File: config.mk
export PLATFORM = sky130hd
export DESIGN_NAME = i2c_irq_enable_gating
export DESIGN_NICKNAME = d
export VERILOG_FILES = /design/src/i2c_irq_common.sv /design/src/i2c_irq_enable_gating.sv
export SDC_FILE = /design/constraint.sdc
export NUM_CORES = 1
export LEC_CHECK = 0
export BUFFER_PORTS_ARGS = -buffer_cell sky130_fd_sc_hd__clkbuf_2
export CAP_MARGIN = 20
export CORE_MARGIN = 3
export CORE_UTILIZATION = 55
export CTS_CLUSTER_DIAMETER = 120
export DETAILED_ROUTE_END_ITERATION = 16
export GPL_ROUTABILITY_DRIVEN = 0
export PLACE_DENSITY = 0.83
export SETUP_SLACK_MARGIN = 0.1
export SYNTH_ARGS = -nofsm -noshare
export SYNTH_HDL_FRONTEND = slang
export SYNTH_SLANG_ARGS = --single-unit
File: constraint.sdc
create_clock -name clock -period 3.1 [get_ports clock]
set_input_delay 0.62 -clock clock [delete_from_list [all_inputs] [get_ports clock]]
set_output_delay 0.62 -clock clock [all_outputs]
set_load 0.01 [all_outputs]
File: src/i2c_irq_common.sv
`timescale 1ns/1ps
`default_nettype none

package i2c_irq_pkg;
	// ----------------------------------------
	// register map
	// ----------------------------------------
	localparam int unsigned ADDR_W         = 4;
	localparam logic [3:0]  ADDR_CTRL      = 4'h0;
	localparam logic [3:0]  ADDR_EV_STATUS = 4'h4;
	localparam logic [3:0]  ADDR_EV_MASK   = 4'h8;
	localparam int unsigned DATA_W         = 8;
	// ----------------------------------------
	// control register fields
	// ----------------------------------------
	localparam int unsigned BIT_TX_EMPTY_EN = 7;
	localparam int unsigned BIT_TX_END_EN   = 6;
	localparam int unsigned BIT_RX_FULL_EN  = 5;
	localparam int unsigned BIT_NACK_EN     = 4;
	localparam int unsigned BIT_STOP_EN     = 3;
	localparam int unsigned BIT_ACK_JUDGE   = 2;
	localparam int unsigned BIT_RX_ACK      = 1;
	localparam int unsigned BIT_TX_ACK      = 0;
	localparam logic [7:0]  CTRL_RESET      = 8'h00;
	localparam logic [7:0]  CTRL_WR_MASK    = 8'hfd;
	// ----------------------------------------
	// event status and mask layout
	// ----------------------------------------
	localparam int unsigned NUM_EV       = 6;
	localparam int unsigned EV_TX_EMPTY  = 0;
	localparam int unsigned EV_TX_END    = 1;
	localparam int unsigned EV_RX_FULL   = 2;
	localparam int unsigned EV_ERROR     = 3;
	localparam int unsigned EV_NACK      = 4;
	localparam int unsigned EV_STOP      = 5;
	localparam logic [5:0]  EV_RESET     = 6'h00;
endpackage : i2c_irq_pkg

module req_gate (
	input  wire logic clock,
	input  wire logic rst_n,
	input  wire logic flag,
	input  wire logic enable,
	output var  logic req
);
	// ----------------------------------------
	// level request: flag and enable, registered
	// ----------------------------------------
	wire req_next = flag & enable;

	always_ff @(posedge clock) begin
		if (!rst_n) begin
			req <= 1'b0;
		end else begin
			req <= req_next;
		end
	end
endmodule : req_gate

`default_nettype wire

File: src/i2c_irq_enable_gating.sv
// Design decisions made here: the strobed register port and the register addresses.
`timescale 1ns/1ps
`default_nettype none

module i2c_irq_enable_gating
	import i2c_irq_pkg::*;
(
	input  wire logic              clock,
	input  wire logic              rst_n,
	input  wire logic [ADDR_W-1:0] reg_addr,
	input  wire logic [DATA_W-1:0] reg_wdata,
	input  wire logic              reg_wr,
	input  wire logic              reg_rd,
	output var  logic [DATA_W-1:0] reg_rdata,
	input  wire logic              tx_buf_empty_flag,
	input  wire logic              tx_end_flag,
	input  wire logic              rx_buf_full_flag,
	input  wire logic              nack_detect_flag,
	input  wire logic              arb_lost_flag,
	input  wire logic              overrun_flag,
	input  wire logic              stop_detect_flag,
	input  wire logic              sync_mode,
	input  wire logic              tx_mode,
	input  wire logic              ack_slot,
	input  wire logic              sda_in,
	output var  logic              sda_out,
	output var  logic              sda_oe_n,
	output var  logic              halt_transfer,
	output logic                   tx_empty_req,
	output logic                   tx_end_req,
	output logic                   rx_full_req,
	output logic                   error_req,
	output logic                   nack_req,
	output logic                   stop_detect_req,
	output var  logic              irq
);
	// ----------------------------------------
	// state
	// ----------------------------------------
	logic [7:0]        ctrl_reg;
	logic [7:0]        ctrl_next;
	logic [NUM_EV-1:0] ev_status_reg;
	logic [NUM_EV-1:0] ev_status_next;
	logic [NUM_EV-1:0] ev_mask_reg;
	logic [NUM_EV-1:0] ev_mask_next;
	logic [NUM_EV-1:0] req_prev_reg;
	logic [DATA_W-1:0] rdata_next;
	logic              sda_meta_reg;
	logic              sda_sync_reg;

	// ----------------------------------------
	// address decode
	// ----------------------------------------
	wire hit_ctrl   = (reg_addr == ADDR_CTRL);
	wire hit_status = (reg_addr == ADDR_EV_STATUS);
	wire hit_mask   = (reg_addr == ADDR_EV_MASK);
	wire wr_ctrl    = reg_wr & hit_ctrl;
	wire wr_status  = reg_wr & hit_status;
	wire wr_mask    = reg_wr & hit_mask;

	// ----------------------------------------
	// enable bits
	// ----------------------------------------
	wire tx_empty_irq_en   = ctrl_reg[BIT_TX_EMPTY_EN];
	wire tx_end_irq_en     = ctrl_reg[BIT_TX_END_EN];
	wire rx_full_irq_en    = ctrl_reg[BIT_RX_FULL_EN];
	wire nack_irq_en       = ctrl_reg[BIT_NACK_EN];
	wire stop_detect_irq_en = ctrl_reg[BIT_STOP_EN];
	wire ack_judge_sel     = ctrl_reg[BIT_ACK_JUDGE];
	wire rx_ack_value      = ctrl_reg[BIT_RX_ACK];
	wire tx_ack_value      = ctrl_reg[BIT_TX_ACK];

	// ----------------------------------------
	// request sources
	// ----------------------------------------
	wire sync_overrun  = sync_mode & overrun_flag;
	wire nack_src      = nack_detect_flag | arb_lost_flag | sync_overrun;
	wire error_en      = rx_full_irq_en | nack_irq_en;
	wire capture_ack   = ack_slot & tx_mode;
	wire drive_ack     = ack_slot & ~tx_mode;

	wire [NUM_EV-1:0] req_src = {stop_detect_flag, nack_src, sync_overrun,
		rx_buf_full_flag, tx_end_flag, tx_buf_empty_flag};
	wire [NUM_EV-1:0] req_en  = {stop_detect_irq_en, nack_irq_en, error_en,
		rx_full_irq_en, tx_end_irq_en, tx_empty_irq_en};
	wire [NUM_EV-1:0] req_vec;

	// ----------------------------------------
	// request gates
	// ----------------------------------------
	genvar gi;
	generate
		for (gi = 0; gi < NUM_EV; gi++) begin : g_req
			req_gate u_gate (
				.clock  (clock),
				.rst_n  (rst_n),
				.flag   (req_src[gi]),
				.enable (req_en[gi]),
				.req    (req_vec[gi])
			);
		end
	endgenerate

	if (DATA_W < NUM_EV) begin : g_bad_width
		$error("event bits do not fit the register width");
	end

	assign tx_empty_req    = req_vec[EV_TX_EMPTY];
	assign tx_end_req      = req_vec[EV_TX_END];
	assign rx_full_req     = req_vec[EV_RX_FULL];
	assign error_req       = req_vec[EV_ERROR];
	assign nack_req        = req_vec[EV_NACK];
	assign stop_detect_req = req_vec[EV_STOP];

	// ----------------------------------------
	// control register next value
	// ----------------------------------------
	wire [7:0] ctrl_written = (ctrl_reg & ~CTRL_WR_MASK) | (reg_wdata & CTRL_WR_MASK);
	wire [7:0] ctrl_base    = wr_ctrl ? ctrl_written : ctrl_reg;
	wire [7:0] ack_bit      = 8'h01 << BIT_RX_ACK;
	assign ctrl_next = capture_ack ? ((ctrl_base & ~ack_bit) | ({8{sda_sync_reg}} & ack_bit))
		: ctrl_base;

	// ----------------------------------------
	// event status: set wins over write-one clear
	// ----------------------------------------
	wire [NUM_EV-1:0] ev_rise  = req_vec & ~req_prev_reg;
	wire [NUM_EV-1:0] ev_clear = wr_status ? reg_wdata[NUM_EV-1:0] : EV_RESET;
	assign ev_status_next = (ev_status_reg & ~ev_clear) | ev_rise;
	assign ev_mask_next   = wr_mask ? reg_wdata[NUM_EV-1:0] : ev_mask_reg;
	wire irq_next = |(ev_status_next & ev_mask_next);

	// ----------------------------------------
	// read data
	// ----------------------------------------
	wire [DATA_W-1:0] rd_ctrl   = ctrl_reg;
	function automatic logic [DATA_W-1:0] pad_ev(input logic [NUM_EV-1:0] v);
		pad_ev = {{(DATA_W-NUM_EV){1'b0}}, v};
	endfunction : pad_ev

	wire [DATA_W-1:0] rd_status = pad_ev(ev_status_reg);
	wire [DATA_W-1:0] rd_mask   = pad_ev(ev_mask_reg);
	assign rdata_next = !reg_rd    ? 8'h00 :
		hit_ctrl   ? rd_ctrl :
		hit_status ? rd_status :
		hit_mask   ? rd_mask : 8'h00;

	// ----------------------------------------
	// acknowledge handling
	// ----------------------------------------
	wire halt_next = ack_judge_sel & rx_ack_value;
	wire oe_n_next = ~(drive_ack & ~tx_ack_value);

	// ----------------------------------------
	// registers
	// ----------------------------------------
	always_ff @(posedge clock) begin
		if (!rst_n) begin
			ctrl_reg <= CTRL_RESET;
			ev_status_reg <= EV_RESET;
			ev_mask_reg <= EV_RESET;
			req_prev_reg <= EV_RESET;
		end else begin
			ctrl_reg <= ctrl_next;
			ev_status_reg <= ev_status_next;
			ev_mask_reg <= ev_mask_next;
			req_prev_reg <= req_vec;
		end
	end

	always_ff @(posedge clock) begin
		if (!rst_n) begin
			sda_meta_reg <= 1'b1;
			sda_sync_reg <= 1'b1;
		end else begin
			sda_meta_reg <= sda_in;
			sda_sync_reg <= sda_meta_reg;
		end
	end

	always_ff @(posedge clock) begin
		if (!rst_n) begin
			reg_rdata <= 8'h00;
			irq <= 1'b0;
			halt_transfer <= 1'b0;
			sda_oe_n <= 1'b1;
			sda_out <= 1'b0;
		end else begin
			reg_rdata <= rdata_next;
			irq <= irq_next;
			halt_transfer <= halt_next;
			sda_oe_n <= oe_n_next;
			sda_out <= 1'b0;
		end
	end

	// ----------------------------------------
	// assertions
	// ----------------------------------------
	tx_empty_gate_a: assert property (@(posedge clock) disable iff (!rst_n)
		tx_buf_empty_flag && !ctrl_reg[BIT_TX_EMPTY_EN] |=> !tx_empty_req)
		else $error("transmit-empty request raised while disabled");

	tx_empty_on_a: assert property (@(posedge clock) disable iff (!rst_n)
		tx_buf_empty_flag && ctrl_reg[BIT_TX_EMPTY_EN] |=> tx_empty_req)
		else $error("transmit-empty request missing");

	tx_empty_off_a: assert property (@(posedge clock) disable iff (!rst_n)
		!tx_buf_empty_flag |=> !tx_empty_req)
		else $error("transmit-empty request without flag");

	tx_end_gate_a: assert property (@(posedge clock) disable iff (!rst_n)
		tx_end_flag && ctrl_reg[BIT_TX_END_EN] |=> tx_end_req)
		else $error("transmit-end request missing");

	tx_end_drop_a: assert property (@(posedge clock) disable iff (!rst_n)
		tx_end_req && (!tx_end_flag || !ctrl_reg[BIT_TX_END_EN]) |=> !tx_end_req)
		else $error("transmit-end request not withdrawn");

	tx_end_off_a: assert property (@(posedge clock) disable iff (!rst_n)
		!tx_end_flag |=> !tx_end_req)
		else $error("transmit-end request without flag");

	rx_full_gate_a: assert property (@(posedge clock) disable iff (!rst_n)
		rx_buf_full_flag && ctrl_reg[BIT_RX_FULL_EN] |=> rx_full_req)
		else $error("receive-full request missing");

	rx_full_en_a: assert property (@(posedge clock) disable iff (!rst_n)
		!ctrl_reg[BIT_RX_FULL_EN] |=> !rx_full_req)
		else $error("receive-full request raised while disabled");

	overrun_error_a: assert property (@(posedge clock) disable iff (!rst_n)
		(sync_mode && overrun_flag && ctrl_reg[BIT_RX_FULL_EN]) |=> error_req)
		else $error("overrun error request missing");

	overrun_async_a: assert property (@(posedge clock) disable iff (!rst_n)
		!sync_mode |=> !error_req)
		else $error("error request outside synchronous format");

	error_off_a: assert property (@(posedge clock) disable iff (!rst_n)
		!ctrl_reg[BIT_RX_FULL_EN] && !ctrl_reg[BIT_NACK_EN] |=> !error_req)
		else $error("error request raised while disabled");

	rx_full_drop_a: assert property (@(posedge clock) disable iff (!rst_n)
		rx_full_req && (!rx_buf_full_flag || !ctrl_reg[BIT_RX_FULL_EN]) |=> !rx_full_req)
		else $error("receive-full request not withdrawn");

	rx_full_off_a: assert property (@(posedge clock) disable iff (!rst_n)
		!rx_buf_full_flag |=> !rx_full_req)
		else $error("receive-full request without flag");

	nack_gate_a: assert property (@(posedge clock) disable iff (!rst_n)
		(nack_detect_flag || arb_lost_flag) && ctrl_reg[BIT_NACK_EN] |=> nack_req)
		else $error("nack request missing");

	error_nack_en_a: assert property (@(posedge clock) disable iff (!rst_n)
		sync_mode && overrun_flag && ctrl_reg[BIT_NACK_EN] |=> error_req)
		else $error("overrun error request missing with nack enable");

	nack_overrun_a: assert property (@(posedge clock) disable iff (!rst_n)
		sync_mode && overrun_flag && ctrl_reg[BIT_NACK_EN] |=> nack_req)
		else $error("nack request missing on overrun");

	nack_drop_a: assert property (@(posedge clock) disable iff (!rst_n)
		!ctrl_reg[BIT_NACK_EN] |=> !nack_req)
		else $error("nack request not withdrawn");

	nack_flags_a: assert property (@(posedge clock) disable iff (!rst_n)
		!nack_detect_flag && !arb_lost_flag && !overrun_flag |=> !nack_req)
		else $error("nack request without source flag");

	stop_gate_a: assert property (@(posedge clock) disable iff (!rst_n)
		stop_detect_flag |=> (stop_detect_req == $past(ctrl_reg[BIT_STOP_EN])))
		else $error("stop-detect request does not follow enable");

	stop_off_a: assert property (@(posedge clock) disable iff (!rst_n)
		!stop_detect_flag |=> !stop_detect_req)
		else $error("stop-detect request without flag");

	halt_judge_a: assert property (@(posedge clock) disable iff (!rst_n)
		ctrl_reg[BIT_ACK_JUDGE] && ctrl_reg[BIT_RX_ACK] |=> halt_transfer)
		else $error("transfer not halted on ack one");

	halt_ignore_a: assert property (@(posedge clock) disable iff (!rst_n)
		!ctrl_reg[BIT_ACK_JUDGE] |=> !halt_transfer)
		else $error("transfer halted with judgment off");

	halt_off_a: assert property (@(posedge clock) disable iff (!rst_n)
		!ctrl_reg[BIT_RX_ACK] |=> !halt_transfer)
		else $error("transfer halted on ack zero");

	ack_capture_a: assert property (@(posedge clock) disable iff (!rst_n)
		ack_slot && tx_mode |=> ctrl_reg[BIT_RX_ACK] == $past(sda_sync_reg))
		else $error("received ack not captured");

	ack_readonly_a: assert property (@(posedge clock) disable iff (!rst_n)
		!(ack_slot && tx_mode) |=> $stable(ctrl_reg[BIT_RX_ACK]))
		else $error("received ack bit changed without capture");

	ack_drive_a: assert property (@(posedge clock) disable iff (!rst_n)
		ack_slot && !tx_mode |=> sda_oe_n == $past(ctrl_reg[BIT_TX_ACK]))
		else $error("ack slot drive wrong");

	ack_release_a: assert property (@(posedge clock) disable iff (!rst_n)
		!(ack_slot && !tx_mode) |=> sda_oe_n)
		else $error("sda driven outside ack slot");

	ack_bt_write_a: assert property (@(posedge clock) disable iff (!rst_n)
		wr_ctrl |=> ctrl_reg[BIT_TX_ACK] == $past(reg_wdata[BIT_TX_ACK]))
		else $error("transmit ack bit not written");

	event_set_a: assert property (@(posedge clock) disable iff (!rst_n)
		$rose(tx_end_req) |=> ev_status_reg[EV_TX_END])
		else $error("event status bit not set");

	event_sticky_a: assert property (@(posedge clock) disable iff (!rst_n)
		ev_status_reg[EV_TX_END] && !(wr_status && reg_wdata[EV_TX_END])
		|=> ev_status_reg[EV_TX_END])
		else $error("event status bit not sticky");

	irq_level_a: assert property (@(posedge clock) disable iff (!rst_n)
		irq == |(ev_status_reg & ev_mask_reg))
		else $error("interrupt line does not follow status and mask");

	enable_write_a: assert property (@(posedge clock) disable iff (!rst_n)
		wr_ctrl |=> ctrl_reg[BIT_TX_EMPTY_EN:BIT_ACK_JUDGE]
		== $past(reg_wdata[BIT_TX_EMPTY_EN:BIT_ACK_JUDGE]))
		else $error("enable bits not written");

	enable_reset_a: assert property (@(posedge clock)
		!rst_n |=> ctrl_reg == CTRL_RESET)
		else $error("enable bits not cleared by reset");

endmodule : i2c_irq_enable_gating

`default_nettype wire

# Word-level counts from Yosys, hierarchy flattened

Cells that the tools add are included.

Mux-type cells: 7
Equality and inequality tests: 2
Reduce and logical (&&, ||, !) cells: 4
Bitwise gates (word level): 28

Operators with widths:

| cell                                                            | count |
|---|---|
| 6-bit two-way mux                                               | 4 |
| 8-bit two-way mux                                               | 3 |
| 6-bit AND                                                       | 3 |
| 1-bit AND                                                       | 14 |
| 6-bit inverter                                                  | 2 |
| 2-bit by 8-bit OR with 8-bit output                             | 1 |
| 8-bit by 2-bit OR with 8-bit output                             | 1 |
| 6-bit OR                                                        | 1 |
| 6-bit OR reduction                                              | 1 |
| 4-bit by 3-bit == test with 1-bit output, second input constant | 1 |
| 4-bit == test, second input constant                            | 1 |
| 4-bit logical NOT                                               | 1 |
| 1-bit inverter                                                  | 3 |
| 1-bit OR                                                        | 3 |
| 2-bit AND reduction                                             | 1 |
| 2-bit nonzero test                                              | 1 |

Output and inout bits: 18
Word-level logic and storage cells: 58
Bits in registers: 45
Input port bits: 27

# Logic depth before layout (Yosys ltp)

Gate-level depths: netlist of run 1.

Depth after elaboration: 8
Gate-level depth with buffers: 7
Depth with buffers taken out: 5

# By module

From an unflattened synthesis of run 1, not the netlist that was laid out.

Cell total of the unflattened synthesis: 181
Area total of the unflattened synthesis: 1,712.9 um^2

By module, submodules not included:

| module                | sequential area each (um^2) | cells each | times used | area an instance (um^2) |
|---|---|---|---|---|
| i2c_irq_enable_gating | 780.7                       | 169        | 1          | 1,555.2 |
| req_gate              | 20.0                        | 2          | 6          | 26.3 |

# Worst setup path before layout of run 1

OpenSTA, ideal clock, no wires.

Path type: input -> register
Start point: input reg_addr[2]
End point: register ctrl_reg[0]
Arrival: 1,788 ps
Stages on the path: 7
Buffers on the path: 2
Path slack: 1,190 ps
Library setup time: 122 ps
Data required time: 2,978 ps
Cells stage by stage: buf_2 > or4_1 > buf_2 > inv_2 > nand2_1 > nand2_1 > a21boi_0

Cells in the longest elaborated chain, start to end: 5

RTL lines:

| item                                | RTL line                     | RTL |
|---|---|---|
| start: declaration                  | i2c_irq_enable_gating.sv:10  | `input wire logic [ADDR_W-1:0] reg_addr,` |
| 4-bit logical NOT (*)               | i2c_irq_enable_gating.sv:54  | `wire hit_ctrl = (reg_addr == ADDR_CTRL);` |
| 1-bit AND (*)                       | i2c_irq_enable_gating.sv:57  | `wire wr_ctrl = reg_wr & hit_ctrl;` |
| 8-bit two-way mux (*)               | i2c_irq_enable_gating.sv:119 | `wire [7:0] ctrl_base = wr_ctrl ? ctrl_written : ctrl_reg;` |
| 8-bit by 2-bit OR with 8-bit output | i2c_irq_enable_gating.sv:121 | `assign ctrl_next = capture_ack ? ((ctrl_base & ~ack_bit) \| ({8{sda_sync_reg}} & ack_bit))` |
| 8-bit two-way mux (*)               | i2c_irq_enable_gating.sv:121 |  |
| end signal: assignment              | i2c_irq_enable_gating.sv:164 | `ctrl_reg <= ctrl_next;` |
| end: declaration                    | i2c_irq_enable_gating.sv:40  | `logic [7:0] ctrl_reg;` |

Mark *: on every way between the ends. The rest lies on a longest branch, timed or not. The select of a mux whose other input is x is not followed.
A chain may end at the register's enable or synchronous reset.

# Worst setup path after layout of run 1

Start point: input reg_addr[3]
End point: register ctrl_reg[5]

Same word-level chain as after synthesis.

==> results of run 1 <==
[per-layer routing]
metal,part of all wire [%],up-vias
met5,0,-
met4,1.8,0
met3,8.4,9
met2,47,60
met1,42,635
li1,-,686
[stage by stage]
stage          setup WS (ns)  area (µm²)
5_1_grt                1.144        1973
3_5_place_dp          0.8987        1901
3_3_place_gp          0.9469        1901
6_report               1.230        1973
2_1_floorplan          1.190        1694
4_1_cts                1.270        1973
[worst max-delay path: stages]
cell,delay [ns]
clkbuf_2,0.20
or4_1,0.71
inv_2,0.18
nand2_1,0.18
nand2_1,0.12
a21boi_0,0.09
[final cells by class]
class	count	share of cell area, %
inverters	13	2.473
clock inverters	2	1.776
flip-flops and latches	45	45.66
repair buffers	43	10.91
clock buffers	5	1.902
multi-input cells	113	35.32
well taps	31	1.966
[cell families after synthesis]
group,count (synthesis)
AOI/OAI and AO/OA,38
buffers and inverters,23
DFF,45
muxes,6
other,1
and+or+nand+nor,68
[power groups by stage]
| stage | clock, W | sequential [W] | combinational [W] |
|---|---|---|---|
| after global routing | 0.000359 | 0.000589 | 0.0000722 |
| after detailed placement | 0 | 0.000601 | 0.0000645 |
| after floorplan | 0 | 0.000601 | 0.0000370 |
| after global placement | 0 | 0.000600 | 0.0000625 |
| final | 0.000333 | 0.000588 | 0.0000651 |
| after CTS | 0.000340 | 0.000588 | 0.0000650 |
[Yosys cell counts (all sizes together) (2+ instances only)]
master	n	area (µm²)
a21boi	8	60.06
a21oi	6	30.03
a31oi	6	37.54
and2	8	50.05
and2b	2	15.01
and3	5	31.28
buf	5	28.77
clkbuf	5	18.77
dfxtp	45	900.9
inv	13	48.79
mux2i	6	60.06
nand2	12	45.04
nand2b	2	12.51
nand3	9	45.04
nor2	9	33.78
nor2b	17	106.4
o21ai	6	30.03
o22ai	9	56.30
[worst paths after layout]
path,from,to,cells after the start
hold / removal,sda_meta_reg$_SDFF_PN1_,sda_sync_reg$_SDFF_PN1_,1
setup reg to reg,ev_status_reg[1]$_SDFF_PN0_,irq$_SDFF_PN0_,5
setup / recovery,reg_addr[3],ctrl_reg[5]$_SDFFE_PN0P_,6
hold reg to reg,sda_meta_reg$_SDFF_PN1_,sda_sync_reg$_SDFF_PN1_,1
[layout by cell type, fill, tap and decap left out]
master      n
o31a_1      1
nor2_1      9
a21boi_0    7
dfxtp_1    45
conb_1      1
and2b_1     2
o21ai_0     6
and2_1      8
nor2b_1    17
clkbuf_2   43
o22ai_1     9
clkinv_2    1
clkbuf_4    5
a21boi_1    1
or4_1       1
inv_2       1
nand3b_4    1
o2111a_1    1
inv_1      12
a211oi_1    1
or3_1       1
nand2_1    12
nand3_1     9
a31oi_1     6
a21oi_1     6
and3_1      5
nand2b_1    2
bufinv_16   1
nor3b_4     1
mux2i_1     6
==> impl_results.md, run 1 <==
* CTS Sinks at 45
* Via count at 1390
* Root buffer cell: clkbuf_4
* GR Util met1 at 26.99%
* Yosys cell types at 30
* GRT Residual Overflow at 0
* Final Hold Vio Count at 0
* Simple-gate share of the synthesized area at 23.12%
* Htree depth at 2
* Hold WC Path Type: reg -> reg
* Syn avg cell area at 9.360 µm²
* Sequential Area at 900.9 µm²
* Met2 Usage GRT at 35.58%
* CORE AREA at 2853 µm²
* Pre-antenna DRT Iters at 4
* Net count, final at 248
* Post-DP HPWL at 2825 µm
* Post_cts resized at 0
* Ant. Diodes at 0
* Aggregate global-route resource usage at 21.39%
* Final Util at 69.17%
* CP Max Fanout at 15
* Die Y at 61.50 µm
* Drt wl/cell at 14.43 µm
* Register area share after synthesis at 53.18%
* Status: finished, final reports clean
* Cell Int Power at 0.0007776 W
* Antenna-violating nets left at 0
* Footprint of the multi-input gates at 696.9 µm²
* Grt peak-use layer: met2
* RSZ-0062 raised after global routing: false
* Initial core utilization at 59.39%
* YS warnings at 0
* Max Buffers Root-to-Sink at 2
* Chip width at 61.50 µm
* Final Skew at 0.004073 ns
* Multiplexer share of the synthesized area at 3.545%
* Setup CP Type: in -> reg
* Seq pwr share at 59.6%
* CTS clk-pin slew, worst paths at 0.12 ns
* Filler instances at 229
* NetSw at 0.0002078 W
* Vias in the first global route at 1304
* Post-Synth Adder-Cell Area at 0%
* Tightest Pin Transition at 0.5862 ns
* Tot Pwr at 0.0009854 W
* Max-slew violations at 0
* Synthesis-to-layout area growth at 16.47%
* Met3 Use GR at 4.612%
* Async SR Flop Fraction at 0%
* Placed cell count at 245
* Setup TNS Final at 0 ns
* Syn Inst Count at 181
* Total Wirelength at 3636 µm
* Max VDD drop at 0.2973 mV
* Clk_lat worst skew at 0.34 ns
* Min Tclk post-route at 1.870 ns
* Initial antenna violation count at 0
* Slew headroom at 60.92%
* Fmax at 534.7 MHz
* Non-filler cells, final at 252
* Post-synth EDFFs at 0
* I/O Buffers at 43
* Full die area at 3782 µm²
* Most used DFF post-synth: dfxtp_1
* Setup Fix Bufs, Post-CTS at 0
* Largest family of logic cells by synthesized area: simple AND/OR/NAND/NOR gates
* Leak at 0.8807 nW
* Syn_nets at 208
* Period utilization at 60.33%
* DRC Markers at 0
* Fraction of the mapped netlist area in compound gates at 14.25%
* TritonCTS clock tree: built
* XOR/XNOR share of the synthesized area at 0%
* Worst path required time at 3.33 ns
* Clock power share at 33.8%
* Setup-failing EPs final at 0
* Power per cell area at 499.4 nW/µm²
* MaxCap Viol Count at 0
* Worst EP arrival at 2.10 ns
* Post-Syn Area at 1694 µm²
* Worst hold slack at 0.4219 ns
* Boundary Pins at 45
* Largest net degree at the start of global routing at 39
* First-pass GRT wire length at 5885 µm
* DR iter-0 viols at 36
* Switching fraction of total power at 21.09%
* Reg2reg setup slack at 1.90 ns
* Hold buffers post-CTS at 0
* TritonCTS buffer count at 5
* Worst Setup Start Kind: input pin
* Layout cells sized above 1 at 23.98%
* CP Capture Type: flip-flop
* Site Rows at 19
* Seq cells post-synth at 45
* Combinational Power Share at 6.6%
* Via density at 5.516
Note: power is estimated with default switching activity, not from simulation.
==> run 2: changes to the inputs <==
--- a/config.mk
+++ b/config.mk
@@ -8,11 +8,11 @@
 export BUFFER_PORTS_ARGS = -buffer_cell sky130_fd_sc_hd__clkbuf_2
 export CAP_MARGIN = 20
 export CORE_MARGIN = 3
-export CORE_UTILIZATION = 55
+export CORE_UTILIZATION = 51
 export CTS_CLUSTER_DIAMETER = 120
 export DETAILED_ROUTE_END_ITERATION = 16
 export GPL_ROUTABILITY_DRIVEN = 0
-export PLACE_DENSITY = 0.83
+export PLACE_DENSITY = 0.78
 export SETUP_SLACK_MARGIN = 0.1
 export SYNTH_ARGS = -nofsm -noshare
 export SYNTH_HDL_FRONTEND = slang
==> constraint.sdc (replaced) <==
create_clock -name clock -period 1.9 [get_ports clock]
set_input_delay 0.38 -clock clock [delete_from_list [all_inputs] [get_ports clock]]
set_output_delay 0.38 -clock clock [all_outputs]
set_load 0.01 [all_outputs]
==> run 2 against run 1 <==
Compared with the run above:
- sequential share of layout area shrank 1.4 points
- power up 64%
- largest cell class unchanged
- first-iteration DRC count rose by 97%
- via count decreased by 1.7%
- global-route usage fell by 2.7 points
- worst setup slack got worse by 0.80 ns
- critical path type unchanged
- critical endpoint is now irq$_SDFF_PN0_
==> impl_results.md, run 2 (synthesis results as in run 1) <==
* Slowest cell on the critical path: nor3b_4
* Net count, final at 254 (+2.4%)
* Via count at 1367 (-1.7%)
* Site Rows at 20 (+1)
* Worst Setup Start Kind: input pin
* CTS clk-pin slew, worst paths at 0.12 ns (about the same)
* Final Util at 65.56% (-3.6 points)
* Final Hold Vio Count at 0 (unchanged)
* Hold WC Path Type: in -> reg
* Status: finished, final reports clean
* TritonCTS buffer count at 5 (unchanged)
* First-pass GRT wire length at 5885 µm (unchanged)
* Full die area at 4049 µm² (+7.1%)
* Drt wl/cell at 12.76 µm (-12%)
* Max-slew violations at 0 (unchanged)
* Vias in the first global route at 1307 (+0.23%)
* Setup TNS Final at 0 ns (unchanged)
* Setup CP Type: in -> reg
* Delay-heaviest family, CP: simple AND/OR/NAND/NOR gates
* TritonCTS clock tree: built
* DRC Markers at 0 (unchanged)
* Antenna-violating nets left at 0 (unchanged)
* Sequential Area at 900.9 µm² (unchanged)
* Filler instances at 292 (+28%)
* Fmax at 681.7 MHz
* CP Buf/Inv Count at 1 (-1)
* Initial antenna violation count at 0 (unchanged)
* Power per cell area at 794.3 nW/µm² (+59%)
* Footprint of the multi-input gates at 696.9 µm² (unchanged)
* GRT Residual Overflow at 0 (unchanged)
* Layout cells sized above 1 at 25.99% (+2.0 points)
* CP Max Fanout at 7 (-8)
* Worst hold slack at 0.2050 ns (-0.2169 ns)
* Boundary Pins at 45 (unchanged)
* R2r startpoint: ev_status_reg[3]$_SDFF_PN0_
* Max VDD drop at 0.4117 mV (+38%)
* CORE AREA at 3103 µm² (+8.8%)
* Commonest non-fill, non-tap cell in the layout: dfxtp_1
* Largest net degree at the start of global routing at 38 (-2.6%)
* Critical Path Max Stage Delay at 0.39 ns (-0.32 ns)
* Post_cts resized at 0 (unchanged)
* Aggregate global-route resource usage at 18.68% (-2.7 points)
* Ant. Diodes at 0 (unchanged)
* Die Y at 63.64 µm (+3.5%)
* Cell Chain, Critical Path: clkbuf_2 > nor3b_4 > nand3b_4 > mux2i_1 > o22ai_1 > o31a_1
* MaxCap Viol Count at 0 (unchanged)
* Final Skew at 0.01467 ns (+0.01060 ns)
* Min Tclk post-route at 1.467 ns
* Max Buffers Root-to-Sink at 2 (unchanged)
* Chip width at 63.64 µm (+3.5%)
* Setup crit start: reg_addr[1]
* Via density at 5.044 (-8.5%)
* CTS Sinks at 45 (unchanged)
* Synthesis-to-layout area growth at 20.09%
* Worst path required time at 2.14 ns (-1.19 ns)
* Worst EP arrival at 1.70 ns (-0.40 ns)
* Hold_sp: sda_in
* Period utilization at 77.20%
* Initial core utilization at 54.60% (-4.8 points)
* Htree depth at 2 (unchanged)
* Setup Fix Bufs, Post-CTS at 0 (unchanged)
* Root buffer cell: clkbuf_4
* Total Wirelength at 3457 µm (-4.9%)
* DR iter-0 viols at 71 (+97%)
* Most frequent cells in the layout: 45 x dfxtp_1, 43 x clkbuf_2, 17 x nor2b_1
* Setup-failing EPs final at 0 (unchanged)
* Pre-antenna DRT Iters at 4 (unchanged)
* Hold buffers post-CTS at 0 (unchanged)
* Clk_lat worst skew at 0.35 ns (about the same)
* CP Capture Type: flip-flop
* RSZ-0062 raised after global routing: false
* Leak at 0.9096 nW (+3.3%)
* Post-DP HPWL at 2673 µm (-5.4%)
* I/O Buffers at 43 (unchanged)
[run 2: cell count changes in the layout (fill, tap and decap cells not counted), sizes merged]
cell  previous run  this run
buf              0         6
[run 2: layer usage]
layer / wire length [µm] / part of all wire, % / vias up / GRT usage (%)
met1: 1670 / 48 / 631 / 24.64
li1: - / - / 695 / -
met2: 1544 / 45 / 36 / 29.07
met3: 196 / 5.7 / 5 / 4.813
met5: 0 / 0 / - / 0
met4: 45 / 1.3 / 0 / 7.278
[run 2: final timing paths]
kind                                  end  slack (ns)  cells after the start
setup / recovery           irq$_SDFF_PN0_        0.43                      6
hold / removal    sda_meta_reg$_SDFF_PN1_        0.21                      2
setup reg to reg           irq$_SDFF_PN0_        0.75                      5
hold reg to reg   sda_sync_reg$_SDFF_PN1_        0.43                      1
[run 2: cell type report]
type | instances | area share, %
inverter | 13 | 2.399
multi-input combinational | 113 | 34.26
tap | 44 | 2.706
clock buffer | 5 | 1.845
timing repair buffer | 49 | 12.79
clock inverter | 2 | 1.722
sequential | 45 | 44.28
[run 2: power by group]
part           internal [W]  leakage, nW  switching (W)
combinational     0.0000537        0.505      0.0000609
sequential         0.000954        0.364     0.00000491
clock              0.000268       0.0410       0.000275
total               0.00128        0.910       0.000341
[run 2: through the flow]
stage / instances / cell area, µm² / worst slack, ns / power [W]
floorplan: 181 / 1694 / 0.2296 / 0.001040
detailed placement: 264 / 1962 / 0.08391 / 0.001094
global placement: 264 / 1962 / 0.09361 / 0.001093
global route: 271 / 2034 / 0.3349 / 0.001690
finish: 271 / 2034 / 0.4331 / 0.001616
CTS: 271 / 2034 / 0.4553 / 0.001632
[run 2: worst reg2reg max path, cell delays in order, from the launching register on]
cell and delay, ns:
dfxtp_1 0.32, inv_1 0.07, a31oi_1 0.05, a21oi_1 0.20
o22ai_1 0.12, o31a_1 0.28
==> run 3: changes to the inputs <==
==> constraint.sdc (replaced) <==
create_clock -name clock -period 1.5 [get_ports clock]
set_input_delay 0.3 -clock clock [delete_from_list [all_inputs] [get_ports clock]]
set_output_delay 0.3 -clock clock [all_outputs]
set_load 0.01 [all_outputs]
==> run 3 against run 2 <==
Compared with the run above:
- cell count up 4.8%
- power up 40%
- final area up 6.2%
- die area unchanged
- critical endpoint unchanged
- largest cell class unchanged
- global-route usage up 1.6 points
- critical path type unchanged
==> impl_results.md, run 3 (synthesis results as in run 1) <==
* Status: finished, final reports clean
* CP Max Fanout at 6 (-1)
* DRC Markers at 0 (unchanged)
* Cell Int Power at 0.001800 W (+41%)
* Dpl ws at -0.1913 ns (-0.2752 ns)
* Switching fraction of total power at 20.36% (-0.72 points)
* Largest net degree at the start of global routing at 38 (unchanged)
* Synthesis-to-layout area growth at 27.47%
* Fmax at 767.0 MHz
* CTS clk-pin slew, worst paths at 0.12 ns (about the same)
* I/O Buffers at 43 (unchanged)
* Worst Setup Start Kind: input pin
* Max Buffers Root-to-Sink at 2 (unchanged)
* Max-slew violations at 0 (unchanged)
* Initial antenna violation count at 0 (unchanged)
* Post-DP HPWL at 2751 µm (+2.9%)
* Drt wl/cell at 12.74 µm (-0.13%)
* Site Rows at 20 (unchanged)
* RSZ-0062 raised after global routing: false
* Clock power share at 39.4% (+5.8 points)
* CP Capture Type: flip-flop
* Placed instance area at 2057 µm² (+4.8%)
* Via count at 1399 (+2.3%)
* Final WS setup at 0.1962 ns (-0.2369 ns)
* Setup-failing EPs final at 0 (unchanged)
* Pre-antenna DRT Iters at 4 (unchanged)
* DR iter-0 viols at 71 (unchanged)
* TritonCTS buffer count at 5 (unchanged)
* Worst hold slack at 0.1283 ns (-0.07665 ns)
* Setup CP Type: in -> reg
* Ant. Diodes at 0 (unchanged)
* TritonCTS clock tree: built
* Period utilization at 86.92%
* Full die area at 4049 µm² (unchanged)
* Seq pwr share at 53.7% (-5.6 points)
* Final Hold Vio Count at 0 (unchanged)
* Root buffer cell: clkbuf_4
* Chip width at 63.64 µm (unchanged)
* Combinational Power Share at 6.9% (-0.2 points)
* Worst EP arrival at 1.56 ns (-0.14 ns)
* Leak at 0.9756 nW (+7.3%)
* Total Wirelength at 3618 µm (+4.7%)
* Reg2reg setup slack at 0.35 ns (-0.40 ns)
* Post_cts resized at 0 (unchanged)
* CORE AREA at 3103 µm² (unchanged)
* MaxCap Viol Count at 0 (unchanged)
* Min Tclk post-route at 1.304 ns
* Hold WC Path Type: in -> reg
* Fin area at 2160 µm² (+6.2%)
* Commonest non-fill, non-tap cell in the layout: dfxtp_1
* Layout cells sized above 1 at 30.42% (+4.4 points)
* Die Y at 63.64 µm (unchanged)
* Final Skew at 0.001847 ns (-0.01283 ns)
* NetSw at 0.0004602 W (+35%)
* Setup Fix Bufs, Post-CTS at 0 (unchanged)
* Clk_lat worst skew at 0.35 ns (about the same)
* Htree depth at 2 (unchanged)
* Hold buffers post-CTS at 0 (unchanged)
* Max VDD drop at 0.6697 mV (+63%)
* CTS Sinks at 45 (unchanged)
* Net count, final at 266 (+4.7%)
* GRT Residual Overflow at 0 (unchanged)
* First-pass GRT wire length at 6258 µm (+6.3%)
* Initial core utilization at 54.60% (unchanged)
* Vias in the first global route at 1339 (+2.4%)
* Boundary Pins at 45 (unchanged)
* Most frequent cells in the layout: 45 x dfxtp_1, 43 x clkbuf_2, 18 x buf_4
* Antenna-violating nets left at 0 (unchanged)
* Worst path required time at 1.76 ns (-0.38 ns)
* Power per cell area at 1047 nW/µm² (+32%)
* Aggregate global-route resource usage at 20.31% (+1.6 points)
* Via density at 4.926 (-2.3%)
-- run 3: cell types whose count changed in the layout (fill, tap and decap cells not counted), sizes merged --
cell / change
buf: +12
bufinv: +1
-- run 3: power groups by stage --
stage | Clock [W] | Sequential (W) | Combinational [W]
final | 0.000890 | 0.00121 | 0.000156
after global routing | 0.000959 | 0.00122 | 0.000174
after CTS | 0.000905 | 0.00121 | 0.000156
after detailed placement | 0 | 0.00124 | 0.000156
after global placement | 0 | 0.00124 | 0.000154
after floorplan | 0 | 0.00124 | 0.0000803
-- run 3: critical path: stages --
cell and delay [ns]:
clkbuf_2 0.11, nor3b_4 0.24, buf_4 0.19, a31oi_1 0.09, a21oi_1 0.21, o22ai_1 0.13, o31a_1 0.28
-- run 3: layer usage --
layer / up-vias / share of wire (%) / track usage [%] / routed length, µm
met5: - / 0 / 0 / 0
met4: 0 / 1.3 / 8.356 / 48
met3: 6 / 6.2 / 4.813 / 226
met2: 40 / 45 / 29.07 / 1627
met1: 632 / 47 / 29.12 / 1715
li1: 721 / - / - / -
-- run 3: worst paths after layout --
| path | startpoint | end | depth (start not counted) |
|---|---|---|---|
| worst max-delay path | reg_addr[1] | irq$_SDFF_PN0_ | 7 |
| worst min-delay path | sda_in | sda_meta_reg$_SDFF_PN1_ | 2 |
| worst max register to register | ev_status_reg[3]$_SDFF_PN0_ | irq$_SDFF_PN0_ | 5 |
| worst min register to register | sda_meta_reg$_SDFF_PN1_ | sda_sync_reg$_SDFF_PN1_ | 1 |
-- run 3: final cells by class --
class / count / area (µm²)
Clock inverter: 3 / 65.06
Clock buffer: 5 / 37.54
Fill cell: 284 / 943.4
Sequential cell: 45 / 900.9
Inverter: 13 / 51.30
Tap cell: 44 / 55.05
Timing Repair Buffer: 61 / 350.3
Multi-Input combinational cell: 113 / 699.4
-- run 3: through the flow --
| stage | total power [W] | setup TNS (ns) | instances | utilization [%] |
|---|---|---|---|---|
| 5_1_grt | 0.002350 | 0 | 284 | 69.60 |
| 3_3_place_gp | 0.001396 | -0.7512 | 276 | 66.29 |
| 6_report | 0.002261 | 0 | 284 | 69.60 |
| 3_5_place_dp | 0.001397 | -1.022 | 276 | 66.29 |
| 2_1_floorplan | 0.001321 | -0.05387 | 181 | - |
| 4_1_cts | 0.002276 | 0 | 284 | 69.60 |
